===== src/host_xfer_pkg.sv =====
`default_nettype none

package host_xfer_pkg;

   // -------------------------------------------------------------------
   // Register indices (byte address is four times the index)
   // -------------------------------------------------------------------
   localparam logic [7:0] IDX_XFER_CTRL  = 8'h53;
   localparam logic [7:0] IDX_SIZE_MASK  = 8'h54;
   localparam logic [7:0] IDX_BM_RESET   = 8'h59;
   localparam logic [7:0] IDX_RD_PTR_LO  = 8'h5a;
   localparam logic [7:0] IDX_RD_PTR_HI  = 8'h5b;
   localparam logic [7:0] IDX_WR_PTR_LO  = 8'h5c;
   localparam logic [7:0] IDX_WR_PTR_HI  = 8'h5d;
   localparam logic [7:0] IDX_STOP_LO    = 8'h5e;
   localparam logic [7:0] IDX_STOP_HI    = 8'h5f;
   localparam logic [7:0] IDX_XFER_CFG   = 8'h60;

   // -------------------------------------------------------------------
   // Field positions
   // -------------------------------------------------------------------
   localparam int CTRL_HOST_WR_EN  = 2;
   localparam int CTRL_HOST_RD_EN  = 3;
   localparam int CTRL_DIR         = 4;
   localparam int CTRL_DONE        = 5;
   localparam int SIZE_AUTO_IRQ    = 0;
   localparam int BM_RESET_BIT     = 0;
   localparam int CFG_SEG_MODE     = 0;
   localparam int CFG_MS_EN        = 1;
   localparam int CFG_MS_SEL       = 2;
   localparam int CFG_IRQ_LEVEL    = 7;

   // -------------------------------------------------------------------
   // Reset values
   // -------------------------------------------------------------------
   localparam logic [6:0]  SIZE_MASK_RST = 7'h00;
   localparam logic        AUTO_IRQ_RST  = 1'b1;
   localparam logic        BM_RESET_RST  = 1'b1;
   localparam logic [15:0] PTR_RST       = 16'h0000;
   localparam logic [15:0] STOP_RST      = 16'h01ff;
   localparam logic [7:0]  LOW_BYTE_ONES = 8'hff;

endpackage : host_xfer_pkg

`default_nettype wire


===== src/host_buffer_transfer_control.sv =====
// Overview of operation
// - Control register cleared by all resets
// - Host-write enable starts host-to-buffer transfer
// - Auto command sets host-write; host resets clear
// - Host-read enable starts buffer-to-host transfer
// - Host-read cleared by host resets or command
// - Direction bit one disk read, zero write
// - Auto command clears direction bit
// - Done flag set on stop equals pointer
// - After done, pointer sits one past stop
// - Daisy-chain command clears done on drive match
// - Done cleared by host resets, reset-register write
// - Auto release bit frees host interrupt on each transfer strobe
// - Upper byte match masked by buffer size
// - Masked match halts transfer, sets done
// - Whole-buffer mode wraps pointers at size top
// - Segmented mode wraps within segment, keeps segment
// - Auto command zeroes write pointer
// - Local reset clears mask, sets auto release
// - Reset-register write clears pointers, stop 01ffh
// - Stop high write restarts enabled transfer
`default_nettype none

module host_buffer_transfer_control
   import host_xfer_pkg::*;
(
   // Clock and reset
   input  wire logic        clk_i,
   input  wire logic        rst_i,
   // Wishbone slave
   input  wire logic        cyc_i,
   input  wire logic        stb_i,
   input  wire logic        we_i,
   input  wire logic [31:0] adr_i,
   input  wire logic [3:0]  sel_i,
   input  wire logic [31:0] dat_i,
   output logic [31:0]      dat_o,
   output logic             ack_o,
   // Host side events
   input  wire logic        host_bus_reset_i,
   input  wire logic        host_soft_reset_i,
   input  wire logic        auto_cmd_i,
   input  wire logic        host_cmd_wr_i,
   input  wire logic        drive_select_bit_i,
   input  wire logic        host_xfer_i,
   input  wire logic        host_irq_req_i,
   // Host transfer and buffer outputs
   output logic             host_xfer_req_o,
   output logic             host_irq_n_o,
   output logic [14:0]      buffer_address_low_lines_o,
   output logic             buffer_address_top_line_o
);

   // -------------------------------------------------------------------
   // Bus decode
   // -------------------------------------------------------------------
   logic        ack_r;
   logic [31:0] dat_r;
   logic        acc;
   logic        wr;
   logic [7:0]  idx;
   logic [7:0]  wd;
   logic        hit_hi;

   // Writes land at the edge where the master samples ack, so the
   // request must still stand then; a withdrawn request writes nothing.
   assign acc = cyc_i & stb_i & ~ack_r;
   assign wr  = cyc_i & stb_i & ack_r & we_i & sel_i[0];
   assign idx = adr_i[9:2];
   assign wd  = dat_i[7:0];
   assign hit_hi = (adr_i[31:10] == 22'h000000);

   logic wr_ctrl, wr_size, wr_bm, wr_cfg;
   logic wr_rlo, wr_rhi, wr_wlo, wr_whi, wr_slo, wr_shi;

   assign wr_ctrl = wr & hit_hi & (idx == IDX_XFER_CTRL);
   assign wr_size = wr & hit_hi & (idx == IDX_SIZE_MASK);
   assign wr_bm   = wr & hit_hi & (idx == IDX_BM_RESET);
   assign wr_rlo  = wr & hit_hi & (idx == IDX_RD_PTR_LO);
   assign wr_rhi  = wr & hit_hi & (idx == IDX_RD_PTR_HI);
   assign wr_wlo  = wr & hit_hi & (idx == IDX_WR_PTR_LO);
   assign wr_whi  = wr & hit_hi & (idx == IDX_WR_PTR_HI);
   assign wr_slo  = wr & hit_hi & (idx == IDX_STOP_LO);
   assign wr_shi  = wr & hit_hi & (idx == IDX_STOP_HI);
   assign wr_cfg  = wr & hit_hi & (idx == IDX_XFER_CFG);

   // -------------------------------------------------------------------
   // State
   // -------------------------------------------------------------------
   logic        host_wr_en_r;
   logic        host_rd_en_r;
   logic        transfer_direction_r;
   logic        done_r;
   logic        halted_r;
   logic [6:0]  size_mask_r;
   logic        auto_irq_r;
   logic        bm_reset_r;
   logic        seg_mode_r;
   logic        ms_en_r;
   logic        ms_sel_r;
   logic        irq_n_r;
   logic [15:0] buffer_read_pointer_r;
   logic [15:0] buffer_write_pointer_r;
   logic [15:0] stop_ptr_r;
   logic [15:0] addr_r;

   logic        host_rst;
   logic        ctrl_clr;
   logic        ptr_clr;
   logic        xfer_go;
   logic        step;
   logic [15:0] act_ptr;
   logic [15:0] low_mask;
   logic [7:0]  hi_mask;
   logic [7:0]  hi_eq;
   logic        match;
   logic        match_hit;
   logic        cmd_clears_done;

   assign host_rst = host_bus_reset_i | host_soft_reset_i;
   // Reset-register bit holds the buffer manager in reset while set
   assign ctrl_clr = rst_i | bm_reset_r | host_rst;
   assign ptr_clr  = rst_i | bm_reset_r | wr_bm;

   // -------------------------------------------------------------------
   // Compare and wrap
   // -------------------------------------------------------------------
   // Mask bit 0 shares its place with the auto release bit, so the
   // lowest upper-byte line always takes part in the compare.
   assign hi_mask  = {size_mask_r, 1'b1};
   assign low_mask = {hi_mask, LOW_BYTE_ONES};
   assign act_ptr  = host_rd_en_r ? buffer_read_pointer_r
                                  : buffer_write_pointer_r;

   // Upper-byte lines take part only where the size mask is one
   for (genvar b = 0; b < 8; b++) begin : g_hi_cmp
      assign hi_eq[b] = (act_ptr[8 + b] == stop_ptr_r[8 + b])
                        | ~hi_mask[b];
   end
   assign match = (act_ptr[7:0] == stop_ptr_r[7:0]) && (&hi_eq);

   assign xfer_go   = (host_wr_en_r | host_rd_en_r) & ~halted_r
                      & ~bm_reset_r;
   assign step      = host_xfer_i & xfer_go;
   assign match_hit = step & match;

   assign cmd_clears_done = host_cmd_wr_i &
                            (~ms_en_r | (drive_select_bit_i == ms_sel_r));

   function automatic logic [15:0] ptr_next(input logic [15:0] p,
                                            input logic [15:0] m,
                                            input logic        seg);
      logic [15:0] inc;
      inc = p + 16'h0001;
      if (seg) begin
         ptr_next = (p & ~m) | (inc & m);
      end else begin
         ptr_next = inc & m;
      end
   endfunction : ptr_next

   // -------------------------------------------------------------------
   // Transfer control register
   // -------------------------------------------------------------------
   always_ff @(posedge clk_i) begin
      if (ctrl_clr) begin
         host_wr_en_r <= 1'b0;
      end else if (auto_cmd_i) begin
         host_wr_en_r <= 1'b1;
      end else if (wr_ctrl) begin
         host_wr_en_r <= wd[CTRL_HOST_WR_EN];
      end
   end

   always_ff @(posedge clk_i) begin
      if (ctrl_clr || host_cmd_wr_i) begin
         host_rd_en_r <= 1'b0;
      end else if (wr_ctrl) begin
         host_rd_en_r <= wd[CTRL_HOST_RD_EN];
      end
   end

   always_ff @(posedge clk_i) begin
      if (ctrl_clr || auto_cmd_i) begin
         transfer_direction_r <= 1'b0;
      end else if (wr_ctrl) begin
         transfer_direction_r <= wd[CTRL_DIR];
      end
   end

   // Completion wins over a drive-command clear in the same cycle; resets and reset-register writes win over completion
   always_ff @(posedge clk_i) begin
      if (ctrl_clr || wr_bm) begin
         done_r <= 1'b0;
      end else if (match_hit) begin
         done_r <= 1'b1;
      end else if (cmd_clears_done) begin
         done_r <= 1'b0;
      end
   end

   // Halt is kept apart from done so that a restart leaves done set
   always_ff @(posedge clk_i) begin
      if (ctrl_clr || wr_bm) begin
         halted_r <= 1'b0;
      end else if (match_hit) begin
         halted_r <= 1'b1;
      end else if (wr_shi || wr_ctrl || auto_cmd_i) begin
         halted_r <= 1'b0;
      end
   end

   // -------------------------------------------------------------------
   // Size, reset and configuration registers
   // -------------------------------------------------------------------
   always_ff @(posedge clk_i) begin
      if (rst_i) begin
         size_mask_r <= SIZE_MASK_RST;
      end else if (wr_size) begin
         size_mask_r <= wd[7:1];
      end
   end

   always_ff @(posedge clk_i) begin
      if (rst_i) begin
         auto_irq_r <= AUTO_IRQ_RST;
      end else if (wr_size) begin
         auto_irq_r <= wd[SIZE_AUTO_IRQ];
      end
   end

   always_ff @(posedge clk_i) begin
      if (rst_i) begin
         bm_reset_r <= BM_RESET_RST;
      end else if (wr_bm) begin
         bm_reset_r <= wd[BM_RESET_BIT];
      end
   end

   always_ff @(posedge clk_i) begin
      if (rst_i) begin
         seg_mode_r <= 1'b0;
      end else if (wr_cfg) begin
         seg_mode_r <= wd[CFG_SEG_MODE];
      end
   end

   // Daisy-chain setup: enable and master or slave choice
   always_ff @(posedge clk_i) begin
      if (rst_i) begin
         ms_en_r  <= 1'b0;
         ms_sel_r <= 1'b0;
      end else if (wr_cfg) begin
         ms_en_r  <= wd[CFG_MS_EN];
         ms_sel_r <= wd[CFG_MS_SEL];
      end
   end

   // -------------------------------------------------------------------
   // Pointers
   // -------------------------------------------------------------------
   // The byte at the stop address still moves, so a finished pointer
   // ends one past the stop pointer.
   always_ff @(posedge clk_i) begin
      if (ptr_clr) begin
         buffer_read_pointer_r <= PTR_RST;
      end else if (step && host_rd_en_r) begin
         buffer_read_pointer_r <= ptr_next(buffer_read_pointer_r,
                                           low_mask, seg_mode_r);
      end else if (wr_rlo) begin
         buffer_read_pointer_r[7:0] <= wd;
      end else if (wr_rhi) begin
         buffer_read_pointer_r[15:8] <= wd;
      end
   end

   always_ff @(posedge clk_i) begin
      if (ptr_clr || auto_cmd_i) begin
         buffer_write_pointer_r <= PTR_RST;
      end else if (step && !host_rd_en_r) begin
         buffer_write_pointer_r <= ptr_next(buffer_write_pointer_r,
                                            low_mask, seg_mode_r);
      end else if (wr_wlo) begin
         buffer_write_pointer_r[7:0] <= wd;
      end else if (wr_whi) begin
         buffer_write_pointer_r[15:8] <= wd;
      end
   end

   always_ff @(posedge clk_i) begin
      if (ptr_clr || auto_cmd_i) begin
         stop_ptr_r <= STOP_RST;
      end else if (wr_slo) begin
         stop_ptr_r[7:0] <= wd;
      end else if (wr_shi) begin
         stop_ptr_r[15:8] <= wd;
      end
   end

   // Unused high lines are held low in whole-buffer mode
   always_ff @(posedge clk_i) begin
      if (rst_i) begin
         addr_r <= PTR_RST;
      end else if (seg_mode_r) begin
         addr_r <= act_ptr;
      end else begin
         addr_r <= act_ptr & low_mask;
      end
   end

   // -------------------------------------------------------------------
   // Host interrupt
   // -------------------------------------------------------------------
   // A new request wins over the automatic release in the same cycle
   always_ff @(posedge clk_i) begin
      if (rst_i || host_rst) begin
         irq_n_r <= 1'b1;
      end else if (host_irq_req_i) begin
         irq_n_r <= 1'b0;
      end else if (step && auto_irq_r) begin
         irq_n_r <= 1'b1;
      end
   end

   // -------------------------------------------------------------------
   // Bus answer
   // -------------------------------------------------------------------
   logic [7:0] rd_byte;

   always_comb begin
      rd_byte = 8'h00;
      if (hit_hi) begin
         case (idx)
            IDX_XFER_CTRL: rd_byte = {2'b00, done_r, transfer_direction_r,
                                      host_rd_en_r, host_wr_en_r, 2'b00};
            IDX_SIZE_MASK: rd_byte = {size_mask_r, auto_irq_r};
            IDX_BM_RESET:  rd_byte = {7'h00, bm_reset_r};
            IDX_RD_PTR_LO: rd_byte = buffer_read_pointer_r[7:0];
            IDX_RD_PTR_HI: rd_byte = buffer_read_pointer_r[15:8];
            IDX_WR_PTR_LO: rd_byte = buffer_write_pointer_r[7:0];
            IDX_WR_PTR_HI: rd_byte = buffer_write_pointer_r[15:8];
            IDX_STOP_LO:   rd_byte = stop_ptr_r[7:0];
            IDX_STOP_HI:   rd_byte = stop_ptr_r[15:8];
            IDX_XFER_CFG:  rd_byte = {~irq_n_r, 4'h0, ms_sel_r, ms_en_r,
                                      seg_mode_r};
            default:       rd_byte = 8'h00;
         endcase
      end
   end

   always_ff @(posedge clk_i) begin
      if (rst_i) begin
         ack_r <= 1'b0;
      end else begin
         ack_r <= acc;
      end
   end

   // Read data is caught at the taking edge and stands until the next
   always_ff @(posedge clk_i) begin
      if (rst_i) begin
         dat_r <= 32'h00000000;
      end else if (acc) begin
         dat_r <= {24'h000000, rd_byte};
      end
   end

   assign ack_o                      = ack_r;
   assign dat_o                      = dat_r;
   assign host_xfer_req_o            = xfer_go;
   assign host_irq_n_o               = irq_n_r;
   assign buffer_address_low_lines_o = addr_r[14:0];
   assign buffer_address_top_line_o  = addr_r[15];

endmodule : host_buffer_transfer_control

`default_nettype wire


===== config.mk =====
export PLATFORM = sky130hd
export DESIGN_NAME = host_buffer_transfer_control
export DESIGN_NICKNAME = d
export VERILOG_FILES = /design/src/host_xfer_pkg.sv /design/src/host_buffer_transfer_control.sv
export SDC_FILE = /design/constraint.sdc
export NUM_CORES = 1
export LEC_CHECK = 0
export ABC_AREA = 1
export BUFFER_PORTS_ARGS = -buffer_cell sky130_fd_sc_hd__buf_2
export CAP_MARGIN = 20
export CELL_PAD_IN_SITES_DETAIL_PLACEMENT = 1
export CELL_PAD_IN_SITES_GLOBAL_PLACEMENT = 1
export CORE_UTILIZATION = 25
export DETAILED_ROUTE_END_ITERATION = 8
export GPL_ROUTABILITY_DRIVEN = 0
export HOLD_SLACK_MARGIN = 0.1
export PLACE_DENSITY = 0.56
export SLEW_MARGIN = 40
export SYNTH_ARGS = -nofsm -noshare
export SYNTH_HDL_FRONTEND = slang
export SYNTH_SLANG_ARGS = --single-unit

===== constraint.sdc =====
create_clock -name clk_i -period 1.8 [get_ports clk_i]
set_input_delay 0.36 -clock clk_i [delete_from_list [all_inputs] [get_ports clk_i]]
set_output_delay 0.36 -clock clk_i [all_outputs]
set_load 0.02 [all_outputs]

== Word-level counts from Yosys, hierarchy flattened ==
Index checks and enable logic that the tools add are counted.

* Equal/unequal tests: 22
* Mux-type cells: 22
* $add $sub $neg: 2
* Shifts and indexed selects: 0
* $mul: 0
* Order comparisons: 0
* Bitwise operators: 55
* Reductions and logical operators: 25
* Divide/modulo/power cells: 0

{| class="wikitable"
|+ Operators by type and width
! cell !! number
|-
| $mux W16 || 6
|-
| $and A16 B16 Y16 || 5
|-
| $eq A8 B7 Y1 const B || 10
|-
| $pmux W8 S10 || 1
|-
| $mux W8 || 7
|-
| $add A16 B1 Y16 const B || 2
|-
| $or A16 B16 Y16 || 2
|-
| $logic_not A22 Y1 || 1
|-
| $and A1 B1 Y1 || 21
|-
| $not A16 Y16 || 1
|-
| $reduce_bool A2 Y1 || 8
|-
| $not A1 Y1 || 13
|-
| $or A1 B1 Y1 || 13
|-
| $eq A1 B1 Y1 || 9
|-
| $eq A8 B8 Y1 || 1
|-
| $mux W1 || 8
|-
| $reduce_and A8 Y1 || 1
|-
| $logic_or A1 B1 Y1 || 7
|-
| $reduce_and A2 Y1 || 3
|-
| $logic_and A1 B1 Y1 || 4
|-
| $ne A2 B1 Y1 const B || 2
|-
| $logic_not A1 Y1 || 1
|}

* Output and inout bits: 51
* Logic and storage cells: 147
* Latch bits: 0
* ROM bits: 0
* RAM bits: 0
* Input bits: 80
* Memories: 0
* Bits in registers: 91

== Longest topological paths before layout ==
* Depth in word-level cells: 10
* Gate-level depth with buffers: 12
* Depth with buffers taken out: 11

== Worst setup path after synthesis ==
OpenSTA, ideal clock, no wires.

* Kind: in2reg
* Start: in adr_i[11]
* End: reg buffer_write_pointer_r[7]
* Path slack: 0.129 ns
* Arrival time: 1.558 ns
* Cell stages on the path: 11
* Library setup time: 0.113 ns
* Buffers on the path: 2
* Cell sequence: or2_1 nor2_1 nand2_2 nor2_8 nand3_4 nand2_4 nor2_2 buf_6 buf_6 nand2_1 nor2_1

* Word-level cells in the longest chain between the ends: 5
* Elaborated cells on any way between the ends: 7
* Those cells by class: 4 x bitwise; 3 x reduce/logical

{| class="wikitable"
|+ RTL lines
! what !! line !! source
|-
| from (decl) || host_buffer_transfer_control.sv:34 || <nowiki>input wire logic [31:0] adr_i,</nowiki>
|-
| $logic_not A22 Y1 (*) || host_buffer_transfer_control.sv:71 || <nowiki>assign hit_hi = (adr_i[31:10] == 22'h000000);</nowiki>
|-
| $and A1 B1 Y1 (*) || host_buffer_transfer_control.sv:78, host_buffer_transfer_control.sv:81 ||
|-
| $and A1 B1 Y1 || host_buffer_transfer_control.sv:78 || <nowiki>assign wr_bm = wr & hit_hi & (idx == IDX_BM_RESET);</nowiki>
|-
| $or A1 B1 Y1 || host_buffer_transfer_control.sv:123 || <nowiki>assign ptr_clr = rst_i | bm_reset_r | wr_bm;</nowiki>
|-
| $logic_or A1 B1 Y1 || host_buffer_transfer_control.sv:278 || <nowiki>if (ptr_clr || auto_cmd_i) begin</nowiki>
|-
| to (signal assigned) || host_buffer_transfer_control.sv:281 || <nowiki>buffer_write_pointer_r <= ptr_next(buffer_write_pointer_r,</nowiki>
|-
| to (signal assigned) || host_buffer_transfer_control.sv:284 || <nowiki>buffer_write_pointer_r[7:0] <= wd;</nowiki>
|-
| to (decl) || host_buffer_transfer_control.sv:103 || <nowiki>logic [15:0] buffer_write_pointer_r;</nowiki>
|}

Mark *: on every way between the ends. The rest lies on a longest branch, timed or not.
A chain may end at the register's enable or synchronous reset.

==> metrics.txt <==
# TYPE chip_impl_metric gauge
chip_impl_metric{name="power_frac_seq",unit="%"} 44.7
chip_impl_info{name="crit_path_cell_trace",value="clkinvlp_4 -> buf_4 -> nand4_1 -> buf_12 -> inv_1 -> buf_12 -> nand3_1 -> a21oi_1 -> nor2_1"} 1
chip_impl_metric{name="full_die_area",unit="µm²"} 24500
chip_impl_info{name="start_kind",value="flop"} 1
chip_impl_info{name="tritoncts_clock_tree",value="built"} 1
chip_impl_metric{name="pwr-share-comb",unit="%"} 6.8
chip_impl_metric{name="placement.setup.worst_slack",unit="ps"} -195
chip_impl_metric{name="worst_ep_required_time",unit="ps"} 2060
chip_impl_metric{name="globalRouteOverflowTotal",unit=""} 0
chip_impl_metric{name="setup_ws",unit="ps"} 64.7
chip_impl_metric{name="drt-initial-drc-count",unit=""} 497
chip_impl_metric{name="drt_pass1_iterations",unit=""} 5
chip_impl_metric{name="async_flop_share",unit="%"} 0
chip_impl_info{name="synth_top_flop_cell",value="sky130_fd_sc_hd__dfxtp_1"} 1
chip_impl_metric{name="finish.utilization",unit="%"} 34.6
chip_impl_metric{name="syn-cell-area",unit="µm²"} 5970
chip_impl_metric{name="grt_start_max_net_pins",unit=""} 26
chip_impl_metric{name="ff2ff_setup_slack",unit="ps"} 60
chip_impl_metric{name="power.total",unit="mW"} 4.50
chip_impl_metric{name="synthXorXnorAreaFrac",unit="%"} 1.32
chip_impl_metric{name="nFillCells",unit=""} 3108
chip_impl_metric{name="whs",unit="ps"} 185
chip_impl_metric{name="power_switching_share",unit="%"} 25.1
chip_impl_metric{name="grt_util_all_layers",unit="%"} 23.1
chip_impl_metric{name="post_synth.cell_area_avg",unit="µm²"} 5.94
chip_impl_metric{name="dieHeight",unit="µm"} 157
chip_impl_metric{name="final_antenna_net_count",unit=""} 0
chip_impl_metric{name="detail_route.wirelength",unit="mm"} 27.6
chip_impl_metric{name="hold_violations",unit=""} 0
chip_impl_metric{name="coreArea",unit="µm²"} 23500
chip_impl_metric{name="maxCapViolCount",unit=""} 0
chip_impl_info{name="min_path_type",value="in2reg"} 1
chip_impl_metric{name="synthAdderAreaFrac",unit="%"} 0.419
chip_impl_metric{name="tritoncts_num_sinks",unit=""} 91
chip_impl_metric{name="critical_path_peak_fanout",unit=""} 13
chip_impl_metric{name="synthesis.yosys.warnings",unit=""} 0
chip_impl_metric{name="power_density",unit="nW/µm²"} 555
chip_impl_metric{name="ir_worst_vdd",unit="mV"} 0.371
chip_impl_metric{name="drive_above_1_share",unit="%"} 22.6
chip_impl_metric{name="total_switching_power",unit="mW"} 1.13
chip_impl_metric{name="ys_seq_elements",unit=""} 91
chip_impl_metric{name="post_drt_wl_per_cell",unit="µm"} 18.1
chip_impl_metric{name="floorplan.initialDensity",unit="%"} 25.4
chip_impl_metric{name="antennaDiodeCount",unit=""} 0
chip_impl_metric{name="total_internal_power",unit="mW"} 3.37
chip_impl_metric{name="final_nets",unit=""} 1283
chip_impl_metric{name="first_global_vias",unit=""} 6934
chip_impl_metric{name="input_output_buffers",unit=""} 77
chip_impl_metric{name="slew_viol_final",unit=""} 0
chip_impl_metric{name="number_of_instances_in_the_synthesized_netlist",unit=""} 1006
chip_impl_metric{name="multiInputGateArea",unit="µm²"} 3580
chip_impl_metric{name="seq_area",unit="µm²"} 1830
chip_impl_info{name="worstSetupPathType",value="reg2reg"} 1
chip_impl_metric{name="period_share",unit="%"} 96.4
chip_impl_metric{name="clkLatencyLatePin",unit="ps"} 370
chip_impl_metric{name="cellLeakagePower",unit="nW"} 3.69
chip_impl_metric{name="clock_power_share",unit="%"} 48.5
chip_impl_metric{name="grt_antenna_before_repair",unit=""} 0
chip_impl_metric{name="fin_worst_skew",unit="ps"} 13.5
chip_impl_metric{name="ys_types",unit=""} 37
chip_impl_info{name="critical_path.reg2reg.startpoint",value="host_rd_en_r$_SDFFE_PP0P_"} 1
chip_impl_metric{name="htreeDepth",unit=""} 3
chip_impl_metric{name="clock_path_buffers",unit=""} 2
chip_impl_metric{name="areaGrowthSynthToFinish",unit="%"} 35.8
chip_impl_metric{name="die_w",unit="µm"} 157
chip_impl_info{name="timing.critical_path.from",value="host_rd_en_r$_SDFFE_PP0P_"} 1
chip_impl_metric{name="muxShareOfSynthArea",unit="%"} 0
chip_impl_info{name="status",value="complete, no violations"} 1
chip_impl_info{name="endpoint_class_of_the_critical_path",value="flop"} 1
chip_impl_metric{name="post_cts_hold_fix_bufs",unit=""} 0
chip_impl_metric{name="route.vias.total",unit=""} 7142
chip_impl_metric{name="route.detailed.drc",unit=""} 0
chip_impl_metric{name="grt_pass1_wl",unit="mm"} 41.6
chip_impl_metric{name="num_io_pins",unit=""} 131
chip_impl_metric{name="cts_inserted_buffers",unit=""} 9
chip_impl_metric{name="synth_simple_gate_area_share",unit="%"} 42.8
chip_impl_metric{name="post-dp-hpwl",unit="mm"} 22.0
chip_impl_metric{name="achievable-frequency",unit="GHz"} 0.576
chip_impl_metric{name="cts.reportedPaths.clkPinSlew",unit="ps"} 70
chip_impl_metric{name="slowest_cell_delay_on_critical_path",unit="ps"} 370
chip_impl_metric{name="worst_r2r_path_depth",unit=""} 9
chip_impl_metric{name="placed_cell_area",unit="µm²"} 7640
chip_impl_metric{name="setup_tns",unit="ps"} 0
chip_impl_info{name="cts-root-buf",value="sky130_fd_sc_hd__clkbuf_16"} 1
chip_impl_metric{name="viasPerCell",unit=""} 4.68
chip_impl_metric{name="synth_sequential_area_ratio",unit="%"} 30.5
chip_impl_metric{name="min_period",unit="ps"} 1740
chip_impl_metric{name="rows",unit=""} 56
chip_impl_metric{name="critPathArrivalTime",unit="ps"} 1990
chip_impl_info{name="cpMaxStageDelayCell",value="sky130_fd_sc_hd__dfxtp_4"} 1
chip_impl_metric{name="stdcell_area",unit="µm²"} 8110
chip_impl_metric{name="placedCellCount",unit=""} 1505
chip_impl_info{name="synth_top_family_by_area",value="simple AND/OR/NAND/NOR gates"} 1
chip_impl_metric{name="synth-edff-count",unit=""} 0
chip_impl_metric{name="final-setup-viol-count",unit=""} 0
chip_impl_metric{name="complex_gate_fraction_of_the_synthesized_area",unit="%"} 12.8
chip_impl_metric{name="stdcell_count",unit=""} 1525
chip_impl_info{name="critPathMostFrequentCell",value="sky130_fd_sc_hd__buf_12"} 1
[worst max-delay path, delay by kind of cell (launching register included)]
family / cells / cell delay, ps
buffers and inverters: 5 / 740
DFF: 1 / 370
and+or+nand+nor: 3 / 320
AOI/OAI and AO/OA: 1 / 190
[layout make-up]
class                      instances  share of cell area [%]
multi-input combinational        779                    44.1
sequential                        91                    22.6
timing repair buffer             210                    19.2
inverter                         110                    5.17
tap                              319                    4.92
clock buffer                      11                    2.99
clock inverter                     5                    1.05
[cells by family (layout without fill, tap and decap cells)]
family / Yosys count / in the layout
other: 1 / 24
and+or+nand+nor: 601 / 601
buffers and inverters: 159 / 336
AOI/OAI and AO/OA: 143 / 143
adders and majority gates: 2 / 2
xor gates and xnor gates: 9 / 9
DFF: 91 / 91
[layer usage]
metal	part of all wire [%]	vias to the layer above	GRT usage [%]
li1	-	3582	-
met1	48	3333	31.5
met2	45	189	37.0
met3	4.5	38	2.91
met4	3.0	0	8.96
met5	0	-	0
[synth_stat cells, types with 9 or more instances]
master | n | area (µm²)
sky130_fd_sc_hd__clkbuf_1 | 9 | 33.8
sky130_fd_sc_hd__buf_2 | 13 | 65.1
sky130_fd_sc_hd__nand4_1 | 15 | 93.8
sky130_fd_sc_hd__o211ai_1 | 10 | 75.1
sky130_fd_sc_hd__inv_1 | 104 | 390
sky130_fd_sc_hd__o21ai_0 | 74 | 370
sky130_fd_sc_hd__a21oi_1 | 49 | 245
sky130_fd_sc_hd__dfxtp_1 | 91 | 1820
sky130_fd_sc_hd__nand2_1 | 272 | 1020
sky130_fd_sc_hd__nor3_1 | 9 | 45.0
sky130_fd_sc_hd__xor2_1 | 9 | 78.8
sky130_fd_sc_hd__buf_4 | 25 | 188
sky130_fd_sc_hd__nand3_1 | 114 | 571
sky130_fd_sc_hd__nor2_1 | 167 | 627
[placed cells by master, fill, tap and decap left out, types with 8 or more instances in the layout]
cell	count
sky130_fd_sc_hd__xor2_1	9
sky130_fd_sc_hd__inv_1	104
sky130_fd_sc_hd__nand2_2	8
sky130_fd_sc_hd__nor2_1	161
sky130_fd_sc_hd__nand3_1	113
sky130_fd_sc_hd__dfxtp_1	85
sky130_fd_sc_hd__o21ai_0	68
sky130_fd_sc_hd__conb_1	24
sky130_fd_sc_hd__buf_4	118
sky130_fd_sc_hd__buf_12	11
sky130_fd_sc_hd__buf_2	77
sky130_fd_sc_hd__nor2_2	11
sky130_fd_sc_hd__o211ai_1	10
sky130_fd_sc_hd__nor3_1	8
sky130_fd_sc_hd__nand4_1	15
sky130_fd_sc_hd__a21oi_1	47
sky130_fd_sc_hd__nand2_1	269
sky130_fd_sc_hd__clkbuf_16	10
[power groups by stage]
stage                     Combinational [mW]  Sequential (mW)  Clock (mW)
after floorplan                        0.177             2.06           0
after global placement                 0.302             2.06           0
after detailed placement               0.304             2.06           0
after CTS                              0.306             2.01        2.23
after global routing                   0.331             2.01        2.31
final                                  0.307             2.01        2.18
[worst min-delay path by stage]
stage	start	endpoint	slack [ps]	cells after the start
finish	host_irq_req_i	host_irq_n_o$_SDFFE_PP1P_	180	2
global route	host_irq_req_i	host_irq_n_o$_SDFFE_PP1P_	190	2
CTS	host_irq_req_i	host_irq_n_o$_SDFFE_PP1P_	180	2
detailed placement	dat_o[7]$_SDFFE_PP0P_	dat_o[7]$_SDFFE_PP0P_	460	2
global placement	dat_o[3]$_SDFFE_PP0P_	dat_o[3]$_SDFFE_PP0P_	450	2
floorplan	transfer_direction_r$_SDFFE_PP0P_	transfer_direction_r$_SDFFE_PP0P_	440	2
[what timing repair did]
action | 4_1_cts | 5_1_grt
gates resized for setup | 8 | 29
buffers inserted | 0 | 3
endpoints found under the setup margin | 22 | 28
cloned | 0 | 1
pin swaps | 0 | 5
Note: power is estimated with default switching activity, not from simulation.
